===== config.mk =====
export PLATFORM = sky130hd
export DESIGN_NAME = four_channel_sample_sequencer
export DESIGN_NICKNAME = d
export VERILOG_FILES = /design/src/seq_pkg.sv /design/src/approximation_register.sv /design/src/four_channel_sample_sequencer.sv
export SDC_FILE = /design/constraint.sdc
export NUM_CORES = 1
export LEC_CHECK = 0
export BUFFER_PORTS_ARGS = -buffer_cell sky130_fd_sc_hd__buf_4
export CORE_UTILIZATION = 40
export CTS_CLUSTER_SIZE = 40
export DETAILED_ROUTE_END_ITERATION = 6
export PLACE_DENSITY = 0.66
export SLEW_MARGIN = 10
export SYNTH_ARGS = -nofsm -noshare
export SYNTH_HDL_FRONTEND = slang
export SYNTH_SLANG_ARGS = --single-unit

===== constraint.sdc =====
create_clock -name CLK -period 5.1 [get_ports CLK]
set_input_delay 0.51 -clock CLK [delete_from_list [all_inputs] [get_ports CLK]]
set_output_delay 0.51 -clock CLK [all_outputs]
set_load 0.02 [all_outputs]

===== src/seq_pkg.sv =====
// Package for the four-channel sample sequencer: widths, timing, states, carriers.
// Assumes nothing beyond a SystemVerilog compiler.
package seq_pkg;
  localparam int DATA_W = 12;
  localparam int CHAN_N = 4;
  localparam int PTR_W = 2;
  localparam int APPROX_W = 4;
  localparam int CLK_MHZ = 100;
  // Conversion clock at 2.5 MHz from 100 MHz
  localparam real CONV_CLK_MHZ = 2.5;
  localparam int CONV_DIV = int'(CLK_MHZ / CONV_CLK_MHZ);
  localparam int DIV_W = 6;
  localparam logic [DIV_W-1:0] DIV_LAST = DIV_W'(CONV_DIV - 1);
  localparam logic [DIV_W-1:0] DIV_ZERO = 6'h00;
  // Conversion-clock edges per channel and setup edges before channel 1
  localparam int EDGES_PER_CHAN = 19;
  localparam int SETUP_EDGES = 2;
  localparam int TOTAL_EDGES = SETUP_EDGES + CHAN_N * EDGES_PER_CHAN;
  localparam int SEQ_MAX_US_X10 = 325;
  localparam int CYC_W = 5;
  localparam logic [CYC_W-1:0] BIT_LAST = CYC_W'(DATA_W - 1);
  localparam logic [CYC_W-1:0] CHAN_TAIL = CYC_W'(EDGES_PER_CHAN - 1);
  localparam logic [CYC_W-1:0] SETUP_LAST = CYC_W'(SETUP_EDGES - 1);
  localparam logic [CYC_W-1:0] CYC_ZERO = 5'h00;
  localparam logic [PTR_W-1:0] PTR_FIRST = 2'h0;
  localparam logic [PTR_W-1:0] PTR_LAST = 2'h3;
  localparam logic [DATA_W-1:0] DATA_ZERO = 12'h000;
  localparam logic [DATA_W-1:0] TRIAL_TOP = 12'h800;

  typedef enum logic [3:0] {
    ST_IDLE = 4'h1,
    ST_SETUP = 4'h2,
    ST_CONV = 4'h4,
    ST_DONE = 4'h8
  } seq_state_type;

  typedef struct packed {
    logic cs_n;
    logic rd_n;
    logic start;
  } host_pins_type;

  typedef struct packed {
    logic [DATA_W-1:0] data;
    logic [DATA_W-1:0] oe;
  } bus_drive_type;
endpackage


===== src/approximation_register.sv =====
// Successive-approximation register: 12 trial steps, MSB first.
// Assumes a comparator answer each step, on the same clock.
`timescale 1ns/1ps
`default_nettype none
module approximation_register
  import seq_pkg::*;
(
  input wire logic clk,
  input wire logic rst_n,
  input wire logic load,
  input wire logic step,
  input wire logic comp_high,
  output logic [DATA_W-1:0] trial,
  output logic [DATA_W-1:0] result
);
  logic [DATA_W-1:0] trial_q;
  logic [DATA_W-1:0] mask_q;
  logic [DATA_W-1:0] keep;

  // Drop the trial bit when the held input lies below the trial level
  assign keep = comp_high ? trial_q : (trial_q & ~mask_q);
  assign trial = trial_q;
  assign result = keep;

  always_ff @(posedge clk or negedge rst_n) begin
    if (!rst_n) begin
      trial_q <= DATA_ZERO;
      mask_q <= DATA_ZERO;
    end else if (load) begin
      trial_q <= TRIAL_TOP;
      mask_q <= TRIAL_TOP;
    end else if (step) begin
      trial_q <= keep | (mask_q >> 1);
      mask_q <= mask_q >> 1;
    end
  end
endmodule
`default_nettype wire


===== src/four_channel_sample_sequencer.sv =====
// Sequencing and readout of a four-channel simultaneous-sampling 12-bit converter.
// Assumes an analog front end that answers comparator queries per channel.
//
// Notes on behaviour
// Results are 12-bit two's complement, three-state.
// Sample-start rising edge begins a cycle.
// Same edge holds all four track/holds.
// Channels converted in order 1 to 4.
// Each result stored in own register.
// Done low only after all four stored.
// Sequence takes 78 or 79 conversion edges.
// 2.5 MHz clock finishes within 32.5 us.
// Four reads return channels 1 to 4.
// No way to pick a register directly.
// First read falling strobe raises done.
// Sample-start rise resets read pointer.
// Drive bus only with select and strobe low.
// External or internal conversion clock.
// Bus released otherwise; extra reads ignored.
// Sample-start synchronised before sequencing.
`timescale 1ns/1ps
`default_nettype none
module four_channel_sample_sequencer
  import seq_pkg::*;
(
  input wire logic CLK,
  input wire logic NRST,
  input wire logic SAMPLE_START,
  input wire logic CS_N,
  input wire logic RD_N,
  input wire logic EXT_CLK,
  input wire logic EXT_CLK_TIED_LOW,
  input wire logic COMP_HIGH,
  output logic [PTR_W-1:0] COMP_CHANNEL,
  output logic [DATA_W-1:0] DAC_TRIAL,
  output logic [CHAN_N-1:0] HOLD,
  output logic DONE_N,
  output logic [DATA_W-1:0] RESULT_BUS_O,
  output logic [DATA_W-1:0] RESULT_BUS_OE
);

  ////////////////////////////////////////////////////////////////////////////
  // Reset release and pin synchronisers
  logic [1:0] rst_sync_q;
  logic rst_n;
  always_ff @(posedge CLK or negedge NRST) begin
    if (!NRST) begin
      rst_sync_q <= 2'h0;
    end else begin
      rst_sync_q <= {rst_sync_q[0], 1'b1};
    end
  end
  assign rst_n = rst_sync_q[1];

  host_pins_type pins_meta_q;
  host_pins_type pins_q;
  host_pins_type pins_old_q;
  logic [1:0] clk_meta_q;
  logic [1:0] clk_q;
  logic ext_clk_old_q;

  always_ff @(posedge CLK or negedge rst_n) begin
    if (!rst_n) begin
      pins_meta_q <= '{cs_n: 1'b1, rd_n: 1'b1, start: 1'b0};
      pins_q <= '{cs_n: 1'b1, rd_n: 1'b1, start: 1'b0};
      pins_old_q <= '{cs_n: 1'b1, rd_n: 1'b1, start: 1'b0};
      clk_meta_q <= 2'h0;
      clk_q <= 2'h0;
      ext_clk_old_q <= 1'b0;
    end else begin
      pins_meta_q <= '{cs_n: CS_N, rd_n: RD_N, start: SAMPLE_START};
      pins_q <= pins_meta_q;
      pins_old_q <= pins_q;
      clk_meta_q <= {EXT_CLK_TIED_LOW, EXT_CLK};
      clk_q <= clk_meta_q;
      ext_clk_old_q <= clk_q[0];
    end
  end

  logic start_rise;
  logic rd_fall;
  logic rd_rise;
  logic selected;
  assign start_rise = pins_q.start & ~pins_old_q.start;
  assign selected = ~pins_q.cs_n;
  assign rd_fall = selected & ~pins_q.rd_n & pins_old_q.rd_n;
  assign rd_rise = ~pins_old_q.cs_n & pins_q.rd_n & ~pins_old_q.rd_n;

  ////////////////////////////////////////////////////////////////////////////
  // Conversion clock: external edge or internal divider
  logic [DIV_W-1:0] div_q;
  logic [DIV_W-1:0] div_d;
  logic int_tick;
  logic ext_tick;
  logic conv_tick;
  logic use_internal;
  assign use_internal = clk_q[1];
  assign int_tick = (div_q == DIV_LAST);
  assign div_d = int_tick ? DIV_ZERO : div_q + 6'h01;
  assign ext_tick = clk_q[0] & ~ext_clk_old_q;
  assign conv_tick = use_internal ? int_tick : ext_tick;

  always_ff @(posedge CLK or negedge rst_n) begin
    if (!rst_n) begin
      div_q <= DIV_ZERO;
    end else begin
      div_q <= div_d;
    end
  end

  ////////////////////////////////////////////////////////////////////////////
  // Sequencer
  seq_state_type state_q;
  seq_state_type state_d;
  logic [CYC_W-1:0] cyc_q;
  logic [CYC_W-1:0] cyc_d;
  logic [PTR_W-1:0] chan_q;
  logic [PTR_W-1:0] chan_d;
  logic start_pend_q;
  logic in_setup;
  logic in_conv;
  logic approx_load;
  logic approx_step;
  logic store;
  logic chan_end;
  logic last_chan;
  logic seq_end;
  logic [DATA_W-1:0] approx_trial;
  logic [DATA_W-1:0] approx_result;

  assign in_setup = (state_q == ST_SETUP);
  assign in_conv = (state_q == ST_CONV);
  assign last_chan = (chan_q == PTR_LAST);
  // Start edge waits for the next conversion edge, giving 78 or 79 edges
  assign chan_end = conv_tick & (cyc_q == CHAN_TAIL);
  assign store = in_conv & conv_tick & (cyc_q == BIT_LAST);
  assign approx_step = in_conv & conv_tick & (cyc_q < BIT_LAST);
  assign approx_load = (in_setup & conv_tick & (cyc_q == SETUP_LAST))
    | (in_conv & chan_end & ~last_chan);
  // Last tick of channel 4 ends the sequence
  assign seq_end = in_conv & chan_end & last_chan;

  always_comb begin
    state_d = state_q;
    cyc_d = cyc_q;
    chan_d = chan_q;
    case (state_q)
      ST_IDLE, ST_DONE: begin
        if (start_pend_q && conv_tick) begin
          state_d = ST_SETUP;
          cyc_d = CYC_ZERO;
          chan_d = PTR_FIRST;
        end
      end
      ST_SETUP: begin
        if (conv_tick) begin
          cyc_d = cyc_q + 5'h01;
          if (cyc_q == SETUP_LAST) begin
            state_d = ST_CONV;
            cyc_d = CYC_ZERO;
          end
        end
      end
      ST_CONV: begin
        if (chan_end) begin
          cyc_d = CYC_ZERO;
          if (chan_q == PTR_LAST) begin
            state_d = ST_DONE;
          end else begin
            chan_d = chan_q + 2'h1;
          end
        end else if (conv_tick) begin
          cyc_d = cyc_q + 5'h01;
        end
      end
      default: begin
        state_d = ST_IDLE;
      end
    endcase
  end

  always_ff @(posedge CLK or negedge rst_n) begin
    if (!rst_n) begin
      state_q <= ST_IDLE;
      cyc_q <= CYC_ZERO;
      chan_q <= PTR_FIRST;
      start_pend_q <= 1'b0;
    end else begin
      state_q <= state_d;
      cyc_q <= cyc_d;
      chan_q <= chan_d;
      start_pend_q <= start_rise | (start_pend_q & ~conv_tick);
    end
  end

  approximation_register i_approximation_register (
    .clk(CLK),
    .rst_n(rst_n),
    .load(approx_load),
    .step(approx_step),
    .comp_high(COMP_HIGH),
    .trial(approx_trial),
    .result(approx_result)
  );

  ////////////////////////////////////////////////////////////////////////////
  // Result registers, track/hold control and done flag
  logic [DATA_W-1:0] result_mem [CHAN_N];
  logic holding_q;
  logic done_n_q;
  logic busy;
  logic [DATA_W-1:0] coded;
  assign busy = in_setup | in_conv;
  // Offset-binary trial word to two's complement: invert the top bit
  assign coded = approx_result ^ TRIAL_TOP;

  generate
    for (genvar i = 0; i < CHAN_N; i++) begin : g_reg
      always_ff @(posedge CLK or negedge rst_n) begin
        if (!rst_n) begin
          result_mem[i] <= DATA_ZERO;
        end else if (store && chan_q == PTR_W'(i)) begin
          result_mem[i] <= coded;
        end
      end
    end
  endgenerate

  // Hold stands from the start edge to the end of channel 4, pending restart included
  always_ff @(posedge CLK or negedge rst_n) begin
    if (!rst_n) begin
      holding_q <= 1'b0;
    end else if (start_rise) begin
      holding_q <= 1'b1;
    end else if (seq_end) begin
      holding_q <= 1'b0;
    end
  end

  // Sequence end wins over a read strobe in the same cycle
  always_ff @(posedge CLK or negedge rst_n) begin
    if (!rst_n) begin
      done_n_q <= 1'b1;
    end else if (seq_end) begin
      done_n_q <= 1'b0;
    end else if (rd_fall || start_rise) begin
      done_n_q <= 1'b1;
    end
  end

  ////////////////////////////////////////////////////////////////////////////
  // Sequential readout through implicit pointer
  logic [PTR_W-1:0] rd_ptr_q;
  logic reads_left_q;
  logic read_ok;
  logic drive;
  logic advance;
  logic last_read;
  bus_drive_type bus_q;
  bus_drive_type bus_d;

  assign read_ok = reads_left_q & ~busy;
  assign drive = selected & ~pins_q.rd_n & read_ok;
  assign bus_d.data = drive ? result_mem[rd_ptr_q] : DATA_ZERO;
  assign bus_d.oe = {DATA_W{drive}};

  // Pointer steps when a driven read ends; the fourth read closes the window
  assign advance = rd_rise & read_ok;
  assign last_read = advance & (rd_ptr_q == PTR_LAST);

  always_ff @(posedge CLK or negedge rst_n) begin
    if (!rst_n) begin
      bus_q <= '{data: DATA_ZERO, oe: DATA_ZERO};
    end else begin
      bus_q <= bus_d;
    end
  end

  always_ff @(posedge CLK or negedge rst_n) begin
    if (!rst_n) begin
      rd_ptr_q <= PTR_FIRST;
    end else if (start_rise) begin
      rd_ptr_q <= PTR_FIRST;
    end else if (advance) begin
      rd_ptr_q <= rd_ptr_q + 2'h1;
    end
  end

  always_ff @(posedge CLK or negedge rst_n) begin
    if (!rst_n) begin
      reads_left_q <= 1'b0;
    end else if (start_rise) begin
      reads_left_q <= 1'b0;
    end else if (seq_end) begin
      reads_left_q <= 1'b1;
    end else if (last_read) begin
      reads_left_q <= 1'b0;
    end
  end

  assign COMP_CHANNEL = chan_q;
  assign DAC_TRIAL = approx_trial;
  assign HOLD = {CHAN_N{holding_q}};
  assign DONE_N = done_n_q;
  assign RESULT_BUS_O = bus_q.data;
  assign RESULT_BUS_OE = bus_q.oe;
endmodule
`default_nettype wire


==> impl_table.tex, run 1 <==
\begin{tabular}{lr}
\hline
Metric & Value \\
\hline
\multicolumn{2}{l}{\textbf{Synthesis}} \\
\quad Synth Net Count & 416 \\
\quad EDFF count, synth & 0 \\
\quad Post-Syn Area per Cell & 13.3 um2 \\
\quad Post-synthesis share of cell area spent on and, or, nand and nor gates & 8.61\% \\
\quad Most used DFF post-synth & dfrtp\_1 \\
\quad Multiplexer area fraction after synthesis & 15.9\% \\
\quad Proportion of synthesized flip-flops having asynchronous set or reset & 100\% \\
\quad Area share of xor/xnor cells in the synthesized design & 0.826\% \\
\quad Sequential cell area fraction in the yosys report & 58.7\% \\
\quad Post-Syn Instances & 399 \\
\quad YS warnings & 0 \\
\quad Flops \& latches, synth & 124 \\
\quad Dominant combinational cell family by area after synthesis & multiplexers \\
\quad Post-synthesis adder-cell area fraction & 2.12\% \\
\quad Yosys top cell area share & 54.7\% \\
\quad Synth Area in Compound Gates & 9.41\% \\
\quad Largest cells by area after synthesis & dfrtp\_1 (55\%), mux2\_2 (10\%), mux4\_2 (5.1\%), dfstp\_2 (4.0\%), o21ai\_0 (3.5\%) \\
\quad Synth Cell Area & 5300 um2 \\
\quad Distinct cell type count of the synthesized netlist & 45 \\
\quad Area leader, netlist & dfrtp\_1 \\
\multicolumn{2}{l}{\textbf{Timing}} \\
\quad Hold WS & 0.211 ns \\
\quad Maximum clock rate & 379 MHz \\
\quad Worst clock skew & 0.0107 ns \\
\quad Final worst setup slack & 2.46 ns \\
\quad Number of setup violations in the final report & 0 \\
\quad Transition at the pin with the smallest max-transition slack & 0.953 ns \\
\quad Final total negative setup slack & 0 ns \\
\quad Final worst path period share & 51.8\% \\
\quad Worst relative slew slack & 35.6\% \\
\quad Pins Over Slew Limit & 0 \\
\quad Crit path time final & 2.64 ns \\
\quad Setup repair after global routing missed its margin & no \\
\quad Final Hold Viols & 0 \\
\multicolumn{2}{l}{\textbf{Final layout}} \\
\quad Syn-to-layout area delta & 18.4\% \\
\quad Most common cell after layout, fill and taps aside & dfrtp\_1 \\
\quad Leading cell types in the layout, fill and taps excluded & dfrtp\_1 (115), buf\_4 (52), mux2\_2 (48), o21ai\_0 (37), nand2\_1 (21) \\
\quad Nets & 458 \\
\quad Antenna Cells & 0 \\
\quad Final standard cell count with taps included and fillers excluded & 626 \\
\quad Post-route core utilization & 49.2\% \\
\quad Share of cells above drive strength 1 & 33.3\% \\
\multicolumn{2}{l}{\textbf{Worst hold path}} \\
\quad Class of the tightest hold or removal check & in2reg \\
\multicolumn{2}{l}{\textbf{Detailed routing}} \\
\quad Average routed wire per standard cell & 16.1 um \\
\quad 1st-pass router iterations & 4 \\
\quad Via density per instance & 5.18 \\
\quad Via count & 3242 \\
\quad Residual DRC count & 0 \\
\quad Aggregate routed wire length & 10100 um \\
\quad Remaining antenna violation count & 0 \\
\quad Violation count after the first detailed-routing iteration & 157 \\
\multicolumn{2}{l}{\textbf{Critical path}} \\
\quad CP startpoint kind & flip-flop \\
\quad Data arrival time of the critical path & 2.99 ns \\
\quad Maximum fanout count along the critical path & 14 \\
\quad Sort of element at the end of the critical path & flip-flop \\
\quad Worst endpoint required time & 5.45 ns \\
\quad Worst setup path class & reg2reg \\
\multicolumn{2}{l}{\textbf{CTS}} \\
\quad Max Root-Sink Buffers & 2 \\
\quad Number of buffers created by CTS & 17 \\
\quad TritonCTS clock tree & yes \\
\quad Number of sinks on the clock net & 124 \\
\quad CTS root buf & clkbuf\_16 \\
\quad Latest clock arrival within the worst-skew pair & 0.41 ns \\
\quad Number of H-tree branching levels & 4 \\
\quad Clock slew at the register clock pins of the worst setup and hold paths & 0.05 ns \\
\quad Number of post-CTS setup repair buffers & 0 \\
\quad Post-cts resize count & 0 \\
\multicolumn{2}{l}{\textbf{Floorplan}} \\
\quad Die H & 117 um \\
\quad Count of standard-cell rows & 41 \\
\quad Total I/O pin count & 51 \\
\quad Die outline width & 117 um \\
\quad CORE AREA & 12800 um2 \\
\quad Initial core utilization & 41.5\% \\
\quad Floorplan die area & 13700 um2 \\
\multicolumn{2}{l}{\textbf{Placed design}} \\
\quad Post-detailed-placement half-perimeter wirelength & 6550 um \\
\quad Setup slack at placement & 2.43 ns \\
\quad Weighted congestion reported at the end of routability-driven placement & 0.871 \\
\quad \# placed instances & 593 \\
\quad Total of buffers placed on input and output ports & 50 \\
\multicolumn{2}{l}{\textbf{GRT}} \\
\quad Wire length of the first global-routing pass & 16500 um \\
\quad Vias in the first global route & 3181 \\
\quad Total overflow reported by the global router & 0 \\
\quad Pin count of the biggest net entering global routing & 63 \\
\quad Number of antenna violations at the first check in global routing & 0 \\
\quad Global Route Usage Sum & 16.5\% \\
\multicolumn{2}{l}{\textbf{Run}} \\
\quad Number of violations of the max-capacitance limit & 0 \\
\multicolumn{2}{l}{\textbf{Power}} \\
\quad Sequential group share of total power & 46.2\% \\
\quad Static leakage & 0.00256 uW \\
\quad Internal power & 1760 uW \\
\quad Fraction of power spent switching nets & 22.7\% \\
\quad Sw Pwr & 517 uW \\
\quad Total power per unit cell area & 363 nW/um2 \\
\quad Part of the total power dissipated in combinational logic & 5.9\% \\
\quad Max IR drop VDD & 0.000220 V \\
\quad Clock share of power & 47.9\% \\
\multicolumn{2}{l}{\textbf{Run status}} \\
\quad Result of the run & complete, no violations \\
\hline
\end{tabular}
cell families (layout without fill, tap and decap cells):
family / Yosys count / count (layout)
DFF: 124 / 124
AOI/OAI and AO/OA: 78 / 78
and+or+nand+nor: 76 / 76
muxes: 63 / 63
buffers and inverters: 43 / 98
adders and majority gates: 9 / 9
xor gates and xnor gates: 5 / 5
other: 1 / 1
layer usage:
layer  vias up  global-route usage (%)  wire (um)
li1       1500                       -          -
met5         -                       0          0
met1      1647                    22.8       4680
met3        15                    4.02        358
met4         0                    7.59        191
met2        80                    24.5       4830
repair_timing:
item	in CTS	in global routing
hold buffers	1	0
endpoints found under the setup margin	0	0
endpoints found under the hold margin	2	0
through the flow:
stage,instance area (um2),power [uW]
after CTS,6280,2310
after detailed placement,5730,1200
after global routing,6280,2370
after floorplan,5300,1160
after global placement,5730,1200
final,6280,2280
power by group through the flow:
stage	logic [uW]	registers (uW)	clock network, uW
global route	153	1060	1160
CTS	135	1050	1120
global placement	131	1070	0
finish	135	1050	1090
floorplan	98.1	1070	0
detailed placement	135	1070	0
worst max-delay path, cell delays in order (launching register included):
cell and delay [ns]:
dfrtp_1 0.39, ha_1 0.25, nand3b_1 0.15, o32a_1 0.51, a21o_1 0.43, nor2b_1 0.62, a22o_1 0.23
Yosys cell counts, types with 3 or more instances:
library cell,instances
nor4b_1,3
nand3_1,8
buf_2,5
buf_4,15
nor2b_1,15
or4_1,3
mux4_2,12
dfrtp_1,116
a21oi_1,5
xor2_1,3
inv_1,13
a21o_1,4
a21boi_0,13
o21ai_0,37
ha_1,9
mux2_2,48
a22o_1,12
nor2_1,10
clkbuf_1,9
nand2_1,21
dfstp_2,8
path summary, 6_finish.rpt:
kind | start | endpoint | slack, ns | cells after the start
setup / recovery | div_q[0]$_DFF_PN0_ | i_approximation_register.mask_q[5]$_DFFE_PN0P_ | 2.46 | 6
hold / removal | CS_N | pins_meta_q[2]$_DFF_PN1_ | 0.21 | 1
setup reg to reg | div_q[0]$_DFF_PN0_ | i_approximation_register.mask_q[5]$_DFFE_PN0P_ | 2.46 | 6
hold reg to reg | clk_meta_q[0]$_DFF_PN0_ | clk_q[0]$_DFF_PN0_ | 0.35 | 0
max in group asynchronous | rst_sync_q[1]$_DFF_PN0_ | i_approximation_register.trial[6]$_DFFE_PN0P_ | 3.45 | 1
min in group asynchronous | rst_sync_q[1]$_DFF_PN0_ | holding_q$_DFFE_PN0P_ | 0.40 | 0
area by class of cell:
class | instances | area, um2
fillers | 1095 | 6490
flip-flops and latches | 124 | 3120
multi-input cells | 232 | 1960
clock buffers | 24 | 472
repair buffers | 53 | 400
well taps | 172 | 215
clock inverters | 8 | 70.1
inverters | 13 | 48.8
registers in the layout, summed over array words and instances (netlist names), 3 cells and up:
register and flops:
pins_meta_q 3, i_approximation_register.trial 12, cyc_q 5, i_approximation_register.mask_q 12, result_mem 48, pins_q 3
div_q 6, pins_old_q 3, state_q 4, RESULT_BUS_O 12
(Power assumes the default switching activity.)
==> run 2, diff against run 1 <==
--- a/config.mk
+++ b/config.mk
@@ -5,11 +5,12 @@
 export SDC_FILE = /design/constraint.sdc
 export NUM_CORES = 1
 export LEC_CHECK = 0
+export ABC_AREA = 1
 export BUFFER_PORTS_ARGS = -buffer_cell sky130_fd_sc_hd__buf_4
 export CORE_UTILIZATION = 40
 export CTS_CLUSTER_SIZE = 40
 export DETAILED_ROUTE_END_ITERATION = 6
-export PLACE_DENSITY = 0.66
+export PLACE_DENSITY = 0.68
 export SLEW_MARGIN = 10
 export SYNTH_ARGS = -nofsm -noshare
 export SYNTH_HDL_FRONTEND = slang
==> constraint.sdc (replaced) <==
create_clock -name CLK -period 2.1 [get_ports CLK]
set_input_delay 0.21 -clock CLK [delete_from_list [all_inputs] [get_ports CLK]]
set_output_delay 0.21 -clock CLK [all_outputs]
set_load 0.02 [all_outputs]
==> run 2 against run 1 <==
Core utilization rose by 0.92 points. The flow now finishes with violations (design-rule violations). Clock skew is 0.0054 ns lower. Combinational power grew to 5.5 times the previous value. Critical endpoint is now state_q[2]$_DFFE_PN0P_. Setup slack worse by 2.2 ns.
==> impl_table.tex, run 2 <==
\begin{tabular}{lr}
\hline
Metric & Value \\
\hline
\multicolumn{2}{l}{\textbf{Placed design}} \\
\quad Total of buffers placed on input and output ports & 50 (unchanged) \\
\quad Weighted congestion reported at the end of routability-driven placement & 0.881 (+1.1\%) \\
\quad Post-detailed-placement half-perimeter wirelength & 7860 um (+20\%) \\
\quad Setup slack at placement & 0.0671 ns (-2.37 ns) \\
\multicolumn{2}{l}{\textbf{Worst hold path}} \\
\quad Class of the tightest hold or removal check & in2async \\
\multicolumn{2}{l}{\textbf{Floorplan}} \\
\quad Count of standard-cell rows & 42 (+2.4\%) \\
\quad Floorplan die area & 14300 um2 (+3.9\%) \\
\quad Die H & 119 um (+1.9\%) \\
\quad Total I/O pin count & 51 (unchanged) \\
\quad CORE AREA & 13300 um2 (+4.5\%) \\
\quad Initial core utilization & 41.3\% (-0.23 points) \\
\quad Die outline width & 119 um (+1.9\%) \\
\multicolumn{2}{l}{\textbf{Synthesis}} \\
\quad Post-Syn Area per Cell & 8.72 um2 (-34\%) \\
\quad EDFF count, synth & 0 (unchanged) \\
\quad Proportion of synthesized flip-flops having asynchronous set or reset & 100\% (unchanged) \\
\quad YS warnings & 0 (unchanged) \\
\quad Yosys top cell area share & 52.7\% (-2.1 points) \\
\quad Distinct cell type count of the synthesized netlist & 24 (-47\%) \\
\quad Synth Net Count & 649 (+56\%) \\
\quad Synth Cell Area & 5510 um2 (+3.9\%) \\
\quad Post-Syn Instances & 632 (+58\%) \\
\quad Area leader, netlist & dfrtp\_1 \\
\quad Most repeated cell in the gate-level netlist after synthesis & nand2\_1 \\
\quad Commonest cells in the netlist & nand2\_1 (141), dfrtp\_1 (116), nor2\_1 (70) \\
\quad Most used DFF post-synth & dfrtp\_1 \\
\quad Sequential cell area fraction in the yosys report & 56.5\% (-2.2 points) \\
\quad Flops \& latches, synth & 124 (unchanged) \\
\quad Largest cells by area after synthesis & dfrtp\_1 (53\%), nand2\_1 (9.6\%), nand3\_1 (5.8\%), nor2\_1 (4.8\%), o21ai\_1 (4.4\%) \\
\multicolumn{2}{l}{\textbf{CTS}} \\
\quad Number of sinks on the clock net & 124 (unchanged) \\
\quad Clock slew at the register clock pins of the worst setup and hold paths & 0.05 ns (about the same) \\
\quad Latest clock arrival within the worst-skew pair & 0.42 ns (about the same) \\
\quad CTS root buf & clkbuf\_16 \\
\quad Max Root-Sink Buffers & 2 (unchanged) \\
\quad Number of buffers created by CTS & 17 (unchanged) \\
\quad TritonCTS clock tree & yes \\
\quad Number of H-tree branching levels & 4 (unchanged) \\
\multicolumn{2}{l}{\textbf{Detailed routing}} \\
\quad Aggregate routed wire length & 11800 um (+17\%) \\
\quad 1st-pass router iterations & 7 (+3) \\
\quad Violation count after the first detailed-routing iteration & 454 (+190\%) \\
\quad Average routed wire per standard cell & 13.6 um (-15\%) \\
\quad Met2 Wirelength & 5880 um (+22\%) \\
\quad Via count & 4322 (+33\%) \\
\quad Via density per instance & 4.97 (-4.1\%) \\
\quad Residual DRC count & 6 (+6) \\
\quad Total routed wire length on the met1 layer & 5200 um (+11\%) \\
\quad Met3 Wirelength & 545 um (+52\%) \\
\quad Highest metal layer with signal wires & met4 \\
\quad Remaining antenna violation count & 0 (unchanged) \\
\multicolumn{2}{l}{\textbf{Critical path}} \\
\quad Data arrival time of the critical path & 2.18 ns (-0.81 ns) \\
\quad Worst setup path class & reg2reg \\
\quad Standard cell with the maximum stage delay on the critical path & dfrtp\_1 \\
\quad Kind of cell with the highest combined delay on the critical path & simple AND/OR/NAND/NOR gates \\
\quad Cells traversed along the worst timing path & ha\_1, nand2\_1, nor2\_2, nand3\_2, nand2\_2, nand2\_1, nand2\_1, nand3\_1, nand2\_1, nand2\_1 \\
\quad Number of buffer and inverter stages on the critical path & 0 (unchanged) \\
\quad Sort of element at the end of the critical path & flip-flop \\
\quad CP most frequent cell & nand2\_1 \\
\quad Worst endpoint required time & 2.40 ns (-3.05 ns) \\
\quad Maximum fanout count along the critical path & 8 (-6) \\
\quad Setup slack of the most critical reg-to-reg path & 0.23 ns (-2.23 ns) \\
\quad Largest incremental delay on the critical path & 0.36 ns (-0.26 ns) \\
\quad CP startpoint kind & flip-flop \\
\multicolumn{2}{l}{\textbf{Final layout}} \\
\quad Share of cells above drive strength 1 & 16.7\% (-17 points) \\
\quad Most flops, register & result\_mem \\
\quad Post-route core utilization & 50.1\% (+0.92 points) \\
\quad Leading cell types in the layout, fill and taps excluded & nand2\_1 (140), dfrtp\_1 (115), nor2\_1 (69), nand3\_1 (64), buf\_4 (62) \\
\quad Nets & 698 (+52\%) \\
\quad Number of flip-flops under the largest register name & 48 (unchanged) \\
\quad Most common cell after layout, fill and taps aside & nand2\_1 \\
\quad Antenna Cells & 0 (unchanged) \\
\quad Syn-to-layout area delta & 21.3\% \\
\multicolumn{2}{l}{\textbf{Timing}} \\
\quad Maximum clock rate & 534 MHz (+41\%) \\
\quad Pins Over Slew Limit & 0 (unchanged) \\
\quad Worst clock skew & 0.00528 ns (-0.00540 ns) \\
\quad Final total negative setup slack & 0 ns (unchanged) \\
\quad Final worst setup slack & 0.226 ns (-2.23 ns) \\
\quad Worst relative slew slack & 42.6\% (+7.0 points) \\
\quad Crit path time final & 1.87 ns (-0.767 ns) \\
\quad Final Hold Viols & 0 (unchanged) \\
\quad Final worst path period share & 89.2\% (+37 points) \\
\quad Transition at the pin with the smallest max-transition slack & 0.852 ns (-0.100 ns) \\
\quad Setup repair after global routing missed its margin & no \\
\quad Number of setup violations in the final report & 0 (unchanged) \\
\multicolumn{2}{l}{\textbf{Power}} \\
\quad Fraction of power spent switching nets & 26.4\% (+3.8 points) \\
\quad Sw Pwr & 1650 uW (+220\%) \\
\quad Part of the total power dissipated in combinational logic & 11.9\% (+6.0 points) \\
\quad Internal power & 4600 uW (+160\%) \\
\quad Sequential group share of total power & 41.6\% (-4.6 points) \\
\quad Static leakage & 0.00336 uW (+31\%) \\
\quad Clock share of power & 46.5\% (-1.4 points) \\
\quad Max IR drop VDD & 0.000648 V (+190\%) \\
\quad Total power per unit cell area & 936 nW/um2 (+160\%) \\
\multicolumn{2}{l}{\textbf{GRT}} \\
\quad Global Route Usage Sum & 18.0\% (+1.6 points) \\
\quad Pin count of the biggest net entering global routing & 45 (-29\%) \\
\quad Vias in the first global route & 4157 (+31\%) \\
\quad Total overflow reported by the global router & 0 (unchanged) \\
\quad Number of antenna violations at the first check in global routing & 0 (unchanged) \\
\quad Wire length of the first global-routing pass & 19900 um (+20\%) \\
\multicolumn{2}{l}{\textbf{Run}} \\
\quad Number of violations of the max-capacitance limit & 0 (unchanged) \\
\multicolumn{2}{l}{\textbf{Run status}} \\
\quad Result of the run & complete, but fails checks \\
\quad Violations in the final reports & design-rule violations \\
\hline
\end{tabular}
[run 2: power by group through the flow]
| stage | sequential, uW | clock [uW] | combinational (uW) |
|---|---|---|---|
| after global routing | 2620 | 3080 | 855 |
| after floorplan | 2650 | 0 | 513 |
| after detailed placement | 2640 | 0 | 729 |
| after global placement | 2630 | 0 | 704 |
| after CTS | 2600 | 2960 | 744 |
| final | 2600 | 2910 | 747 |
[run 2: worst reg2reg max path: stages (launching register included)]
cell	delay (ns)
dfrtp_1	0.36
ha_1	0.19
nand2_1	0.09
nor2_2	0.15
nand3_2	0.14
nand2_2	0.17
nand2_1	0.13
nand2_1	0.21
nand3_1	0.17
nand2_1	0.11
nand2_1	0.05
[run 2: through the flow]
step	hold slack (ns)	cells	cell area, um2	power, uW
2_1_floorplan	-0.0856	632	5510	3170
3_3_place_gp	-0.00666	831	6000	3340
3_5_place_dp	-0.00639	831	6000	3370
4_1_cts	0.0961	869	6660	6310
5_1_grt	0.104	870	6690	6550
6_report	0.106	870	6690	6260
[run 2: logic make-up after synthesis]
family / after synthesis / share of synthesized area, %
xor gates and xnor gates: 4 / 0.636
adders and majority gates: 9 / 2.04
and+or+nand+nor: 291 / 22.9
DFF: 124 / 56.5
AOI/OAI and AO/OA: 112 / 10.4
buffers and inverters: 91 / 7.49
other: 1 / 0.0680
[run 2: metal layers]
| metal | global-route usage, % | up-vias |
|---|---|---|
| met3 | 5.17 | 15 |
| met4 | 8.36 | 0 |
| met5 | 0 | - |
| li1 | - | 2128 |
| met2 | 29.2 | 114 |
| met1 | 22.1 | 2065 |
[run 2: timing repair]
action | in CTS | in global routing
buffers inserted | 0 | 1
endpoints found under the setup margin | 0 | 54
resized for setup | 0 | 2
hold buffers | 6 | 0
endpoints found under the hold margin | 7 | 0
[run 2: final timing paths]
| kind | start | end | cells past startpoint |
|---|---|---|---|
| worst min-delay path | NRST | rst_sync_q[1]$_DFF_PN0_ | 2 |
| worst max register to register | div_q[0]$_DFF_PN0_ | state_q[2]$_DFFE_PN0P_ | 10 |
| worst max-delay path | div_q[0]$_DFF_PN0_ | state_q[2]$_DFFE_PN0P_ | 10 |
| worst min register to register | rst_sync_q[1]$_DFF_PN0_ | cyc_q[2]$_DFFE_PN0P_ | 0 |
| min in group CLK | COMP_HIGH | i_approximation_register.trial[11]$_DFFE_PN0P_ | 3 |
| max in group asynchronous | rst_sync_q[1]$_DFF_PN0_ | pins_q[2]$_DFF_PN1_ | 1 |
[run 2: cell type report]
| type | count | area (um2) |
|---|---|---|
| fillers | 1230 | 6660 |
| flip-flops and latches | 124 | 3120 |
| multi-input cells | 417 | 1990 |
| repair buffers | 70 | 566 |
| clock buffers | 20 | 467 |
| well taps | 176 | 220 |
| inverters | 51 | 191 |
| clock inverters | 12 | 136 |
